$ cat config.mk
export PLATFORM = sky130hd
export DESIGN_NAME = stp_indexer
export DESIGN_NICKNAME = d
export VERILOG_FILES = /design/src/stp_pkg.sv /design/src/stp_indexer.sv
export SDC_FILE = /design/constraint.sdc
export NUM_CORES = 1
export LEC_CHECK = 0
export BUFFER_PORTS_ARGS = -buffer_cell sky130_fd_sc_hd__buf_4
export CAP_MARGIN = 25
export CORE_MARGIN = 2
export CORE_UTILIZATION = 46
export DETAILED_ROUTE_END_ITERATION = 8
export GPL_TIMING_DRIVEN = 1
export PLACE_DENSITY = 0.72
export RECOVER_POWER = 50
export REMOVE_ABC_BUFFERS = 1
export SETUP_SLACK_MARGIN = 0.02
export SKIP_LAST_GASP = 1
export SLEW_MARGIN = 0
export SYNTH_ARGS = -nofsm -noshare
export SYNTH_HDL_FRONTEND = slang
export SYNTH_SLANG_ARGS = --single-unit
$ cat constraint.sdc
create_clock -name pclk -period 3.25 [get_ports pclk]
set_input_delay 0.65 -clock pclk [delete_from_list [all_inputs] [get_ports pclk]]
set_output_delay 0.65 -clock pclk [all_outputs]
set_load 0.005 [all_outputs]
$ cat src/stp_pkg.sv
// Purpose: shared constants and types for the step/direction indexer
// Assumes: one clock, APB register access, 32-bit data
// Notes: input vector layout is fixed here and used by the top module
package stp_pkg;
   // -------------------------------------------------
   // register map (byte addresses)
   // -------------------------------------------------
   localparam logic [7:0] ADDR_CTRL = 8'h00;
   localparam logic [7:0] ADDR_STEP = 8'h04;
   localparam logic [7:0] ADDR_STATUS = 8'h08;
   // -------------------------------------------------
   // control register fields
   // -------------------------------------------------
   localparam int CTRL_EN_A = 0;
   localparam int CTRL_EN_B = 1;
   localparam int CTRL_RST_A = 2;
   localparam int CTRL_RST_B = 3;
   localparam int CTRL_LP_A = 4;
   localparam int CTRL_LP_B = 5;
   localparam int CTRL_COORD = 6;
   localparam int CTRL_MS_LO = 8;
   localparam logic [31:0] CTRL_RESET = 32'h0000_003C;
   localparam logic [31:0] CTRL_MASK = 32'h0000_077F;
   localparam int STEP_DIR = 0;
   // -------------------------------------------------
   // status register fields
   // -------------------------------------------------
   localparam int ST_DIR = 9;
   localparam int ST_EN = 10;
   localparam int ST_CLR = 11;
   localparam int ST_HOST = 12;
   localparam int ST_DRIVE = 13;
   localparam int ST_CFG = 14;
   localparam int ST_MS_LO = 16;
   // -------------------------------------------------
   // synchronised input vector layout
   // -------------------------------------------------
   localparam int IN_ENA = 0;
   localparam int IN_DIR = 1;
   localparam int IN_STEP = 2;
   localparam int IN_CLR = 3;
   localparam int IN_RST = 4;
   localparam int IN_LP = 5;
   localparam int IN_MS_LO = 6;
   localparam int IN_W = 9;
   localparam int PRESET_W = 5;
   // -------------------------------------------------
   // indexer geometry: 512 microsteps per electrical cycle
   // -------------------------------------------------
   localparam int IDX_W = 9;
   localparam logic [8:0] IDX_ZERO = 9'h000;
   localparam logic [8:0] IDX_QUARTER = 9'h080;
   localparam logic [8:0] IDX_UNIT = 9'h001;

   typedef struct packed {
      logic enable;
      logic reset_n;
      logic lowpower_n;
   } stp_stage_s;

   typedef enum logic [1:0] {
      STP_CFG_WAIT = 2'b00,
      STP_RUN_INDEX = 2'b01,
      STP_RUN_HOST = 2'b10
   } stp_mode_e;
endpackage

$ cat src/stp_indexer.sv
// Purpose: step/direction indexer driving two single h-bridge power stages
// Assumes: pins synchronous to pclk but still passed through two flops
// Notes: configuration straps are caught on the first edge after reset release
`timescale 1ns/10ps
module stp_indexer (
   input wire logic pclk,
   input wire logic presetn,
   input wire logic psel,
   input wire logic penable,
   input wire logic pwrite,
   input wire logic [7:0] paddr,
   input wire logic [31:0] pwdata,
   output logic [31:0] prdata,
   output logic pready,
   output logic pslverr,
   input wire logic motor_enable,
   input wire logic direction,
   input wire logic step,
   input wire logic index_clear,
   input wire logic stage_reset_n,
   input wire logic stage_lowpower_n,
   input wire logic [2:0] microstep_select,
   input wire logic [4:0] preset_high,
   input wire logic drive_select,
   input wire logic host_link_select,
   output stp_pkg::stp_stage_s stage_a_out,
   output stp_pkg::stp_stage_s stage_b_out,
   output logic stage_oe,
   output logic [8:0] phase_a_index,
   output logic [8:0] phase_b_index,
   output logic index_oe
);
   // -------------------------------------------------
   // input gating and synchronisers
   // -------------------------------------------------
   logic [stp_pkg::IN_W-1:0] raw_in;
   logic [stp_pkg::IN_W-1:0] sync1_reg;
   logic [stp_pkg::IN_W-1:0] sync2_reg;
   logic [stp_pkg::IN_W-1:0] prev_reg;
   logic [stp_pkg::IN_W-1:0] rise;
   logic [stp_pkg::IN_W-1:0] fall;
   logic [stp_pkg::PRESET_W-1:0] gated;
   logic [2:0] prime_reg;
   logic primed;

   // preselected inputs read low when their switch sits at the low side
   assign gated = preset_high & {microstep_select, stage_lowpower_n, stage_reset_n};
   assign raw_in = {gated[4:2], gated[1], gated[0], index_clear, step, direction,
                    motor_enable};

   always_ff @(posedge pclk or negedge presetn) begin
      if (!presetn) begin
         sync1_reg <= '0;
         sync2_reg <= '0;
         prev_reg <= '0;
      end else begin
         sync1_reg <= raw_in;
         sync2_reg <= sync1_reg;
         prev_reg <= sync2_reg;
      end
   end

   // marks when the third flop holds a real pin sample, three edges after release
   always_ff @(posedge pclk or negedge presetn) begin
      if (!presetn) begin
         prime_reg <= '0;
      end else begin
         prime_reg <= {prime_reg[1:0], 1'b1};
      end
   end

   assign primed = prime_reg[2];

   // edges come from the second and third flops only; a pin already high at
   // release is a level, not an edge, so no false step or enable follows reset
   assign rise = sync2_reg & ~prev_reg & {stp_pkg::IN_W{primed}};
   assign fall = ~sync2_reg & prev_reg & {stp_pkg::IN_W{primed}};

   // -------------------------------------------------
   // strap capture and mode
   // -------------------------------------------------
   stp_pkg::stp_mode_e mode_reg;
   logic drive_on_reg;
   logic cfg_done;
   logic host_mode;

   // straps taken on the first edge after release, never under reset
   always_ff @(posedge pclk or negedge presetn) begin
      if (!presetn) begin
         mode_reg <= stp_pkg::STP_CFG_WAIT;
         drive_on_reg <= 1'b0;
      end else begin
         case (mode_reg)
            stp_pkg::STP_CFG_WAIT: begin
               drive_on_reg <= drive_select;
               mode_reg <= host_link_select ? stp_pkg::STP_RUN_INDEX
                                            : stp_pkg::STP_RUN_HOST;
            end
            default: begin
               mode_reg <= mode_reg;
            end
         endcase
      end
   end

   assign cfg_done = (mode_reg != stp_pkg::STP_CFG_WAIT);
   assign host_mode = (mode_reg == stp_pkg::STP_RUN_HOST);

   // -------------------------------------------------
   // apb slave
   // -------------------------------------------------
   logic [31:0] ctrl_reg;
   logic [31:0] prdata_reg;
   logic err_reg;
   logic setup;
   logic wr_ok;
   logic host_step;
   logic mapped;
   logic [31:0] status_word;

   assign setup = psel & ~penable;
   assign mapped = (paddr == stp_pkg::ADDR_CTRL) || (paddr == stp_pkg::ADDR_STEP) ||
                   (paddr == stp_pkg::ADDR_STATUS);
   // zero wait states: every access phase completes at once
   assign pready = 1'b1;
   assign pslverr = err_reg;
   assign prdata = prdata_reg;
   assign wr_ok = psel & penable & pwrite & mapped;
   assign host_step = wr_ok & (paddr == stp_pkg::ADDR_STEP) & host_mode;

   always_ff @(posedge pclk or negedge presetn) begin
      if (!presetn) begin
         prdata_reg <= '0;
         err_reg <= 1'b0;
      end else if (setup) begin
         err_reg <= ~mapped;
         if (!pwrite && paddr == stp_pkg::ADDR_CTRL) begin
            prdata_reg <= ctrl_reg;
         end else if (!pwrite && paddr == stp_pkg::ADDR_STATUS) begin
            prdata_reg <= status_word;
         end else begin
            prdata_reg <= '0;
         end
      end
   end

   always_ff @(posedge pclk or negedge presetn) begin
      if (!presetn) begin
         ctrl_reg <= stp_pkg::CTRL_RESET;
      end else if (wr_ok && paddr == stp_pkg::ADDR_CTRL) begin
         ctrl_reg <= pwdata & stp_pkg::CTRL_MASK;
      end
   end

   // -------------------------------------------------
   // resolution select
   // -------------------------------------------------
   logic [2:0] ms_index;
   logic [8:0] step_size;

   // pins act at once in indexer mode; host mode uses its own field
   assign ms_index = host_mode ? ctrl_reg[stp_pkg::CTRL_MS_LO +: 3]
                               : sync2_reg[stp_pkg::IN_MS_LO +: 3];
   // index 0 steps by one of 512, index 7 steps by 128 (four per cycle)
   assign step_size = stp_pkg::IDX_UNIT << ms_index;

   // -------------------------------------------------
   // indexer state: enable, direction, clear, position
   // -------------------------------------------------
   logic en_reg;
   logic dir_reg;
   logic clr_reg;
   logic [8:0] idx_reg;
   logic idx_step;
   logic idx_dir;
   logic indexer;

   assign indexer = (mode_reg == stp_pkg::STP_RUN_INDEX);

   always_ff @(posedge pclk or negedge presetn) begin
      if (!presetn) begin
         en_reg <= 1'b0;
      end else if (indexer && rise[stp_pkg::IN_ENA]) begin
         en_reg <= 1'b1;
      end else if (indexer && fall[stp_pkg::IN_ENA]) begin
         en_reg <= 1'b0;
      end
   end

   always_ff @(posedge pclk or negedge presetn) begin
      if (!presetn) begin
         dir_reg <= 1'b1;
      end else if (indexer && rise[stp_pkg::IN_DIR]) begin
         dir_reg <= 1'b1;
      end else if (indexer && fall[stp_pkg::IN_DIR]) begin
         dir_reg <= 1'b0;
      end
   end

   always_ff @(posedge pclk or negedge presetn) begin
      if (!presetn) begin
         clr_reg <= 1'b0;
      end else if (indexer && rise[stp_pkg::IN_CLR]) begin
         clr_reg <= 1'b1;
      end else if (indexer && fall[stp_pkg::IN_CLR]) begin
         clr_reg <= 1'b0;
      end
   end

   // steps are ignored while the indexer is held in clear
   assign idx_step = indexer ? (rise[stp_pkg::IN_STEP] & ~clr_reg) : host_step;
   assign idx_dir = indexer ? dir_reg : pwdata[stp_pkg::STEP_DIR];

   always_ff @(posedge pclk or negedge presetn) begin
      if (!presetn) begin
         idx_reg <= stp_pkg::IDX_ZERO;
      end else if (clr_reg) begin
         idx_reg <= stp_pkg::IDX_ZERO;
      end else if (idx_step && idx_dir) begin
         idx_reg <= idx_reg + step_size;
      end else if (idx_step) begin
         idx_reg <= idx_reg - step_size;
      end
   end

   // -------------------------------------------------
   // stage outputs
   // -------------------------------------------------
   stp_pkg::stp_stage_s a_next;
   stp_pkg::stp_stage_s b_next;
   stp_pkg::stp_stage_s a_reg;
   stp_pkg::stp_stage_s b_reg;
   logic [8:0] pa_reg;
   logic [8:0] pb_reg;
   logic oe_reg;
   logic coord;

   assign coord = ctrl_reg[stp_pkg::CTRL_COORD];

   always_comb begin
      a_next = '0;
      b_next = '0;
      if (host_mode) begin
         // coordinated mode drives stage b from the stage a bits
         a_next.enable = ctrl_reg[stp_pkg::CTRL_EN_A];
         a_next.reset_n = ctrl_reg[stp_pkg::CTRL_RST_A];
         a_next.lowpower_n = ctrl_reg[stp_pkg::CTRL_LP_A];
         b_next.enable = ctrl_reg[coord ? stp_pkg::CTRL_EN_A : stp_pkg::CTRL_EN_B];
         b_next.reset_n = ctrl_reg[coord ? stp_pkg::CTRL_RST_A : stp_pkg::CTRL_RST_B];
         b_next.lowpower_n = ctrl_reg[coord ? stp_pkg::CTRL_LP_A : stp_pkg::CTRL_LP_B];
      end else begin
         a_next.enable = en_reg & ~clr_reg;
         a_next.reset_n = 1'b1;
         a_next.lowpower_n = 1'b1;
         b_next = a_next;
      end
      // the pins override host commands, so a low pin always wins
      a_next.reset_n = a_next.reset_n & sync2_reg[stp_pkg::IN_RST];
      b_next.reset_n = b_next.reset_n & sync2_reg[stp_pkg::IN_RST];
      a_next.lowpower_n = a_next.lowpower_n & sync2_reg[stp_pkg::IN_LP];
      b_next.lowpower_n = b_next.lowpower_n & sync2_reg[stp_pkg::IN_LP];
   end

   always_ff @(posedge pclk or negedge presetn) begin
      if (!presetn) begin
         a_reg <= '0;
         b_reg <= '0;
         pa_reg <= stp_pkg::IDX_ZERO;
         pb_reg <= stp_pkg::IDX_QUARTER;
         oe_reg <= 1'b0;
      end else begin
         a_reg <= a_next;
         b_reg <= b_next;
         pa_reg <= idx_reg;
         // phase b leads by a quarter cycle to read the cosine
         pb_reg <= idx_reg + stp_pkg::IDX_QUARTER;
         oe_reg <= cfg_done & drive_on_reg;
      end
   end

   assign stage_a_out = a_reg;
   assign stage_b_out = b_reg;
   assign phase_a_index = pa_reg;
   assign phase_b_index = pb_reg;
   assign stage_oe = oe_reg;
   assign index_oe = oe_reg;

   // -------------------------------------------------
   // status word
   // -------------------------------------------------
   always_comb begin
      status_word = '0;
      status_word[stp_pkg::IDX_W-1:0] = idx_reg;
      status_word[stp_pkg::ST_DIR] = dir_reg;
      status_word[stp_pkg::ST_EN] = en_reg;
      status_word[stp_pkg::ST_CLR] = clr_reg;
      status_word[stp_pkg::ST_HOST] = host_mode;
      status_word[stp_pkg::ST_DRIVE] = drive_on_reg;
      status_word[stp_pkg::ST_CFG] = cfg_done;
      status_word[stp_pkg::ST_MS_LO +: 3] = ms_index;
   end
endmodule // stp_indexer

==> results_dict.tcl, run 1 <==
set metrics [dict create \
    gr-total-overflow 0 \
    synthArstFlopShare_pct 100 \
    num_vias 2806 \
    arrival_ps 3330 \
    ys_ff_latch 87 \
    start_util_pct 47.5 \
    h-tree-depth 3 \
    synth_flop_cell "dfrtp_1" \
    hp-class "in2async" \
    syn_inst 341 \
    die_x_um 96.1 \
    cp-start-kind "register" \
    syn_area_per_cell_um2 11.4 \
    fillerInstances 687 \
    fin_crit_sh_pct 95.1 \
    multi_input_area_um2 1550 \
    clk_pin_slew_worst_paths_ps 90 \
    power.total_mw 2.03 \
    slew_viol_final 76 \
    synth_top_family_by_area "simple AND/OR/NAND/NOR gates" \
    slew_headroom_pct -17.9 \
    coreArea_um2 8220 \
    ant_nets 0 \
    grt_pass1_wl_um 13000 \
    num_rows 33 \
    drtIter0Drc 82 \
    r2r_cells 13 \
    fin_nets 511 \
    seq_area_um2 2180 \
    cts_root_buf "clkbuf_8" \
    cts-buffers-inserted 9 \
    clock_latency_ps 360 \
    worst-setup-path-type "reg2reg" \
    grt_use_total_pct 18.9 \
    grt_pass1_vias 2730 \
    synth_edf_count 0 \
    crit_chain "nand2b_4, buf_4, mux2i_4, nor2_2, inv_1, ha_1, mux2_2, ha_1, nand3_1, a21boi_1, o22ai_1, or4_1, o311ai_0" \
    dpl_worst_slack_ps -117 \
    end_kind "register" \
    tightest_slew_ps 1770 \
    status "complete, but fails checks" \
    period_minus_slack_ps 3090 \
    crit_top_cell "ha_1" \
    wl_per_cell_um 14.7 \
    synthAdderAreaFrac_pct 3.72 \
    synth_compound_area_share_pct 13.0 \
    largest_reg_flops 18 \
    hpwlAfterDp_um 5580 \
    ys_warn_count 0 \
    crit_fanout 5 \
    synth_xor_area_share_pct 0.674 \
    syn_area_um2 3900 \
    die_area_um2 9230 \
    setup_violations 0 \
    drt_first_pass_iters 4 \
    power_density_nw_per_um2 414 \
    io_buffers 83 \
    layout-drive-gt1-share_pct 36.0 \
    fmax_mhz 324 \
    r2r_setup_slack_ps 160 \
    drc 0 \
    tritoncts "done" \
    clk_path_buf_depth 2 \
    clock_skew_ps 10.5 \
    hold_buffers 0 \
    ios 121 \
    final_hold_viol_count 0 \
    max_stage_delay_ps 410 \
    drv_cap 1 \
    die_h_um 96.1 \
    violations "capacitance limit, slew limit" \
    grt_max_degree 88 \
    synth_mux_area_share_pct 6.03 \
    antennaDiodeCount 0 \
    antenna_found_initial 0 \
    crit_slowest_cell "or4_1" \
    viasPerCell 5.11 \
    gp_congestion 0.861 \
    area_delta_synth_final_pct 25.9 \
    totalWireLength_um 8080 \
    synth_simple_gate_area_share_pct 13.4 \
    synthDistinctLibCells 53 \
    ys_seq_area_share_pct 56.0 \
    p_leak_nw 2.31 \
    crit_required_ps 3490 \
    finalWorstSetupSlack_ps 160 \
    ir_drop_uv 303 \
    clock-sinks 87 \
]
==> worst paths after layout <==
| kind | startpoint | to |
|---|---|---|
| worst min register to register | sync1_reg[2] | sync2_reg[2] |
| max in group asynchronous | presetn | phase_a_index[7] |
| worst max register to register | mode_reg[0] | idx_reg[7] |
| worst min-delay path | presetn | sync1_reg[3] |
| worst max-delay path | mode_reg[0] | idx_reg[7] |
| min in group pclk | sync1_reg[2] | sync2_reg[2] |
==> cells by family after synthesis <==
family	after synthesis
AOI/OAI and AO/OA	79
xor gates and xnor gates	3
adders and majority gates	11
buffers and inverters	44
DFF	87
muxes	21
other	2
and+or+nand+nor	94
==> cell usage after synthesis, types with 2 or more instances <==
| cell type | count | area, um2 |
|---|---|---|
| mux2_2 | 14 | 158 |
| a21o_1 | 2 | 15.0 |
| a211oi_1 | 2 | 15.0 |
| o21a_1 | 10 | 75.1 |
| nor3_1 | 4 | 20.0 |
| and2_1 | 7 | 43.8 |
| conb_1 | 2 | 7.51 |
| mux2i_1 | 5 | 50.1 |
| nor2_1 | 13 | 48.8 |
| or3b_2 | 2 | 17.5 |
| clkbuf_1 | 6 | 22.5 |
| dfstp_2 | 6 | 158 |
| buf_6 | 2 | 22.5 |
| ha_1 | 10 | 125 |
| mux2i_2 | 2 | 27.5 |
| o311ai_0 | 2 | 17.5 |
| a21oi_1 | 11 | 55.1 |
| buf_4 | 23 | 173 |
| buf_2 | 4 | 20.0 |
| a21boi_0 | 3 | 22.5 |
| nor2b_1 | 3 | 18.8 |
| nand3b_1 | 6 | 45.0 |
| dfrtp_1 | 81 | 2030 |
| nand4b_1 | 2 | 17.5 |
| a22oi_1 | 10 | 75.1 |
| and3b_1 | 2 | 17.5 |
| o21ai_0 | 25 | 125 |
| o31ai_1 | 7 | 52.6 |
| nand3_1 | 4 | 20.0 |
| xor2_1 | 2 | 17.5 |
| nand2b_1 | 4 | 25.0 |
| nand2_1 | 36 | 135 |
| inv_1 | 9 | 33.8 |
==> report_power, final <==
part / leakage [nW] / switching, mW / internal [mW]
combinational: 1.13 / 0.0700 / 0.0683
clock: 0.102 / 0.410 / 0.366
sequential: 1.09 / 0.0138 / 1.11
==> layout by cell type (no fill, tap or decap), types with 2 or more instances in the layout <==
cell type	instances
buf_4	101
dfrtp_1	81
nand2_1	36
o21ai_0	25
conb_1	16
mux2_2	14
nor2_1	11
a21oi_1	11
o21a_1	10
a22oi_1	10
ha_1	10
inv_1	9
clkbuf_8	9
o31ai_1	7
nand3b_1	6
dfstp_2	6
clkbuf_4	5
mux2i_1	4
nand3_1	4
nor3_1	4
and2_0	4
mux2i_4	3
and2_1	3
nand2b_1	3
nor2b_1	3
nor2_2	2
and3b_1	2
xor2_1	2
a21boi_0	2
nand4b_1	2
o311ai_0	2
or3b_2	2
a211oi_1	2
a21o_1	2
inv_6	2
==> timing repair <==
action	4_1_cts	5_1_grt
setup buffers	0	3
endpoints found under the setup margin	2	6
gates resized for setup	2	9
pin swaps	0	3
==> cell type report <==
cell class	count	share of cell area, %
tap	105	2.67
timing repair buffer	108	16.4
multi-input combinational	224	31.6
inverter	9	0.688
sequential	87	44.5
clock buffer	9	2.52
clock inverter	7	1.63
==> metrics by stage <==
step | hold slack [ps] | instances | instance area [um2] | setup TNS, ps | util (%)
final | 273 | 549 | 4910 | 0 | 59.8
after global routing | 291 | 549 | 4910 | -44.7 | 59.8
after CTS | 357 | 545 | 4830 | 0 | 58.8
after detailed placement | 336 | 529 | 4630 | -127 | 56.3
after global placement | 332 | 529 | 4630 | -87.3 | 56.3
after floorplan | 331 | 320 | 3720 | -117 | -
==> routing by layer <==
| metal | global-route usage, % | wire, um | share of wire [%] |
|---|---|---|---|
| met3 | 4.78 | 492 | 6.1 |
| met1 | 24.5 | 3380 | 42 |
| met5 | 0 | 0 | 0 |
| met4 | 9.17 | 166 | 2.1 |
| met2 | 29.7 | 4050 | 50 |
==> worst max-delay path, delay by kind of cell (launching register included) <==
family / cells / cell delay (ps)
mux: 2 / 460
buf+inv: 2 / 230
flops: 1 / 400
fa+ha+maj: 2 / 570
simple gates: 4 / 810
compound gates: 3 / 490
Power figures use the tool's default switching activity.
==> inputs of run 2 (changes only) <==
==> constraint.sdc (replaced) <==
create_clock -name pclk -period 3.25 [get_ports pclk]
set_input_delay 0.1625 -clock pclk [delete_from_list [all_inputs] [get_ports pclk]]
set_output_delay 0.1625 -clock pclk [all_outputs]
set_load 0.005 [all_outputs]
==> run 2 against run 1 <==
  * The flow still finishes with violations (capacitance limit, slew limit)
  * First-iteration DRC count up 8.5%
  * Maximum frequency up 1.2%
  * Cell count up 0.73%
  * Non-clock buffer count up 4
  * Largest power group unchanged
==> results_dict.tcl, run 2 (same netlist as run 1, synthesis figures left out) <==
set metrics [dict create \
    layout_commonest_cell "buf_4" \
    gr-total-overflow 0 \
    period_minus_slack_ps 3050 \
    ios 121 \
    hp-class "in2reg" \
    ir_drop_uv 378 \
    fmax_mhz 328 \
    gp_congestion 0.843 \
    largest_reg_flops 18 \
    drtIter0Drc 89 \
    num_rows 33 \
    crit_slowest_cell "or4_1" \
    clock_skew_ps 17.2 \
    crit_chain "nand2b_4, buf_4, mux2i_4, nor2_2, inv_1, ha_1, mux2_2, ha_1, nand3_1, a21boi_2, o22ai_1, or4_1, o311ai_0" \
    arrival_ps 3300 \
    fin_cells 553 \
    crit_required_ps 3500 \
    end_kind "register" \
    viasPerCell 5.13 \
    h-tree-depth 3 \
    grt_pass1_wl_um 13300 \
    violations "capacitance limit, slew limit" \
    seq_area_um2 2180 \
    place_inst 522 \
    fillerInstances 696 \
    drv_cap 1 \
    final_hold_viol_count 0 \
    slew_viol_final 44 \
    grt_use_total_pct 19.3 \
    top_layer "met4" \
    layout-drive-gt1-share_pct 33.9 \
    tritoncts "done" \
    cts_root_buf "clkbuf_8" \
    clock_latency_ps 370 \
    ant_nets 0 \
    slew_headroom_pct -53.8 \
    p_seq_share_pct 55.9 \
    final_cell_mix "buf_4 (89), dfrtp_1 (81), nand2_1 (36), o21ai_0 (25), conb_1 (16)" \
    grt_pass1_vias 2810 \
    met2_length_um 4150 \
    grt_max_degree 88 \
    p_switching_uw 521 \
    hpwlAfterDp_um 5650 \
    worst-path-buf-inv 2 \
    stdcell_area_um2 4980 \
    crit_top_cell "ha_1" \
    path_delay_family "simple AND/OR/NAND/NOR gates" \
    drt_first_pass_iters 4 \
    switching_share_pct 26.0 \
    drc 0 \
    worst-setup-path-type "reg2reg" \
    clock-sinks 87 \
    antenna_found_initial 0 \
    antennaDiodeCount 0 \
    area_delta_synth_final_pct 27.6 \
    final_util_pct 60.6 \
    cp-start-kind "register" \
    dpl_cell_area_um2 4580 \
    fin_crit_sh_pct 93.9 \
    tightest_slew_ps 2310 \
    crit_fanout 5 \
    comb_power_share_pct 7.5 \
    power_frac_clock_pct 36.6 \
    multi_input_area_um2 1560 \
    dr_wl_met3_um 409 \
    totalWireLength_um 8250 \
    start_util_pct 47.5 \
    status "complete, but fails checks" \
    p_int_mw 1.48 \
    die_x_um 96.1 \
    clk_pin_slew_worst_paths_ps 110 \
    setup_violations 0 \
    num_vias 2838 \
    clk_path_buf_depth 2 \
    power_density_nw_per_um2 402 \
    wl_per_cell_um 14.9 \
    io_buffers 83 \
    die_area_um2 9230 \
    p_leak_nw 2.32 \
    max_stage_delay_ps 400 \
    coreArea_um2 8220 \
    die_h_um 96.1 \
    rsz0062_at_grt "no" \
    cts-buffers-inserted 9 \
    fin_nets 515 \
    met1_length_um 3500 \
]
[run 2: cell count changes in the layout (fill, tap and decap cells not counted), sizes merged]
cell and delta:
dlygate4sd3 +13, bufinv -1, inv +1, buf -11, clkbuf +2
[run 2: final timing paths]
check                               start           end  slack, ps  depth (start not counted)
hold reg to reg              sync1_reg[5]  sync2_reg[5]        360                          0
hold / removal             preset_high[4]  sync1_reg[8]         20                          2
max in group asynchronous         presetn    idx_reg[6]        900                          2
setup reg to reg              mode_reg[0]    idx_reg[7]        200                         13
min in group asynchronous         presetn  sync1_reg[3]       1020                          2
setup / recovery              mode_reg[0]    idx_reg[7]        200                         13
[run 2: area by class of cell]
class                   instances  share of cell area [%]
inverters                       9                   0.678
repair buffers                112                    17.6
clock inverters                 7                    1.41
well taps                     105                    2.64
multi-input cells             224                    31.3
flip-flops and latches         87                    43.9
clock buffers                   9                    2.49
[run 2: timing repair]
action / CTS / global route
hold buffers: 13 / 0
gates resized for setup: 2 / 13
endpoints found under the hold margin: 13 / 0
setup endpoints to repair: 3 / 6
buffers inserted: 0 / 1
pin swaps: 0 / 2
[run 2: layer usage]
layer | up-vias | track usage [%]
met5 | - | 0
met2 | 69 | 31.8
met4 | 0 | 9.05
met1 | 1382 | 24.1
met3 | 15 | 4.46
li1 | 1372 | -
[run 2: metrics by stage]
step | hold WS, ps | setup slack [ps] | power [mW] | setup TNS, ps
CTS | 0.360 | 38.1 | 2.01 | 0
floorplan | -133 | -75.7 | 1.19 | -117
global route | 10.9 | 28.5 | 2.09 | 0
finish | 18.1 | 197 | 2.00 | 0
global placement | 272 | 2.76 | 1.27 | 0
detailed placement | 273 | -2.52 | 1.27 | -2.52
[run 2: power by group through the flow]
stage / Combinational [mW] / Sequential [mW] / Clock (mW)
finish: 0.150 / 1.12 / 0.733
global route: 0.168 / 1.12 / 0.804
CTS: 0.144 / 1.12 / 0.744
detailed placement: 0.131 / 1.14 / 0
global placement: 0.128 / 1.14 / 0
floorplan: 0.0489 / 1.14 / 0
==> inputs of run 3 (changes only) <==
CORE_ASPECT_RATIO = 0.7   (was unset)
REMOVE_ABC_BUFFERS = unset   (was 1)
==> run 3 against run 2 <==
  * The run still ends with capacitance limit, slew limit left
  * Flip-flop and latch count is the same
  * Die area is 0.13% higher
  * Sequential power about the same
  * Highest routed layer unchanged
  * Worst setup slack worse by 11 ps
  * Routed wire length is 0.74% higher
  * Core utilization decreased by 1.1 points
  * Total power rose by 11%
  * Via count decreased by 0.49%
  * Clock skew shrank 8.1 ps
  * Combinational power decreased by 8%
  * Largest cell class unchanged
  * Register-to-register slack hardly changed
  * First-iteration DRC count up 36%
==> results_dict.tcl, run 3 (same netlist as run 1, synthesis figures left out) <==
set metrics [dict create \
    final_cell_mix "dfrtp_1 (81), buf_4 (74), nand2_1 (36), o21ai_0 (25), clkbuf_4 (23)" \
    layout_commonest_cell "dfrtp_1" \
    ios 121 \
    violations "capacitance limit, slew limit" \
    setup_violations 0 \
    path_delay_family "simple AND/OR/NAND/NOR gates" \
    gp_congestion 0.843 \
    holdPathStages 2 \
    grt_pass1_wl_um 13300 \
    die_h_um 81.1 \
    cts-buffers-inserted 9 \
    clk_path_buf_depth 2 \
    slew_headroom_pct -8.19 \
    start_util_pct 46.8 \
    hp-class "in2reg" \
    tritoncts "done" \
    gr-total-overflow 0 \
    whs_ps 15.2 \
    totalWireLength_um 8320 \
    tns_ps 0 \
    viasPerCell 5.18 \
    cts_root_buf "clkbuf_16" \
    fin_cells 545 \
    num_vias 2824 \
    antenna_found_initial 0 \
    crit_fanout 7 \
    multi_input_area_um2 1530 \
    area_delta_synth_final_pct 27.2 \
    fmax_mhz 326 \
    clk_pin_slew_worst_paths_ps 60 \
    layout-drive-gt1-share_pct 34.3 \
    worst-setup-path-type "reg2reg" \
    fillerInstances 693 \
    rsz0062_at_grt "no" \
    arrival_ps 3290 \
    p_leak_nw 2.32 \
    worst-path-buf-inv 1 \
    coreArea_um2 8340 \
    seq_area_um2 2180 \
    die_x_um 114 \
    io_buffers 83 \
    end_kind "register" \
    place_inst 522 \
    grt_pass1_vias 2677 \
    r2r_cells 11 \
    drt_first_pass_iters 4 \
    max_stage_delay_ps 410 \
    crit_required_ps 3470 \
    power_density_nw_per_um2 447 \
    h-tree-depth 3 \
    clock_latency_ps 340 \
    final_hold_viol_count 0 \
    drv_cap 1 \
    period_minus_slack_ps 3060 \
    die_area_um2 9250 \
    crit_chain "buf_4, and3b_1, nand3_2, a21oi_2, mux2_2, ha_1, nand3_1, a21boi_2, o22ai_1, or4_1, o311ai_0" \
    slew_viol_final 29 \
    clock-sinks 87 \
    drc 0 \
    antennaDiodeCount 0 \
    status "complete, but fails checks" \
    cp-start-kind "register" \
    cp_num_cells 11 \
    hpwlAfterDp_um 5870 \
    grt_max_degree 88 \
    fin_crit_sh_pct 94.3 \
    ir_drop_uv 273 \
    crit_slowest_cell "dfrtp_1" \
    clock_skew_ps 9.14 \
    ant_nets 0 \
    num_rows 28 \
    fin_nets 507 \
    wl_per_cell_um 15.3 \
    drtIter0Drc 121 \
    grt_use_total_pct 19.0 \
    tightest_slew_ps 1620 \
    largest_reg_flops 18 \
]
[run 3: area by class of cell]
type,count,share of cell area (%)
repair buffers,104,16.3
inverters,9,0.681
flip-flops and latches,87,44.0
well taps,105,2.65
clock inverters,6,0.933
clock buffers,10,4.61
multi-input cells,224,30.8
[run 3: timing repair]
item	in CTS	in global routing
hold endpoints to repair	4	27
resized for setup	1	10
buffers inserted	0	1
hold buffers	4	1
setup endpoints to repair	1	5
pin swaps	0	4
[run 3: metrics by stage]
stage / instance area [um2] / util, % / setup slack (ps) / total power, mW
CTS: 4890 / 58.7 / 93.2 / 2.23
floorplan: 3950 / - / 102 / 1.20
global placement: 4580 / 54.9 / 107 / 1.27
finish: 4960 / 59.5 / 186 / 2.22
detailed placement: 4580 / 54.9 / 54.3 / 1.27
global route: 4960 / 59.5 / 16.1 / 2.30
[run 3: final timing paths]
check / start / slack [ps] / endpoint
worst max register to register: mode_reg[1] / 190 / idx_reg[7]
worst min-delay path: host_link_select / 20 / mode_reg[1]
min in group asynchronous: presetn / 790 / prdata[17]
max in group asynchronous: presetn / 1450 / ctrl_reg[4]
worst max-delay path: mode_reg[1] / 190 / idx_reg[7]
worst min register to register: sync1_reg[7] / 350 / sync2_reg[7]
[run 3: where the power goes]
group	internal (mW)	switching [mW]	leakage, nW
registers	1.11	0.0142	1.09
clock network	0.523	0.433	0.134
logic	0.0691	0.0692	1.10
total	1.70	0.517	2.32
[run 3: metal layers]
layer | track usage [%] | wire length, um | up-vias
li1 | - | - | 1346
met1 | 26.8 | 3990 | 1396
met2 | 29.6 | 3850 | 74
met3 | 4.55 | 404 | 8
met4 | 5.49 | 76 | 0
met5 | 0 | 0 | -
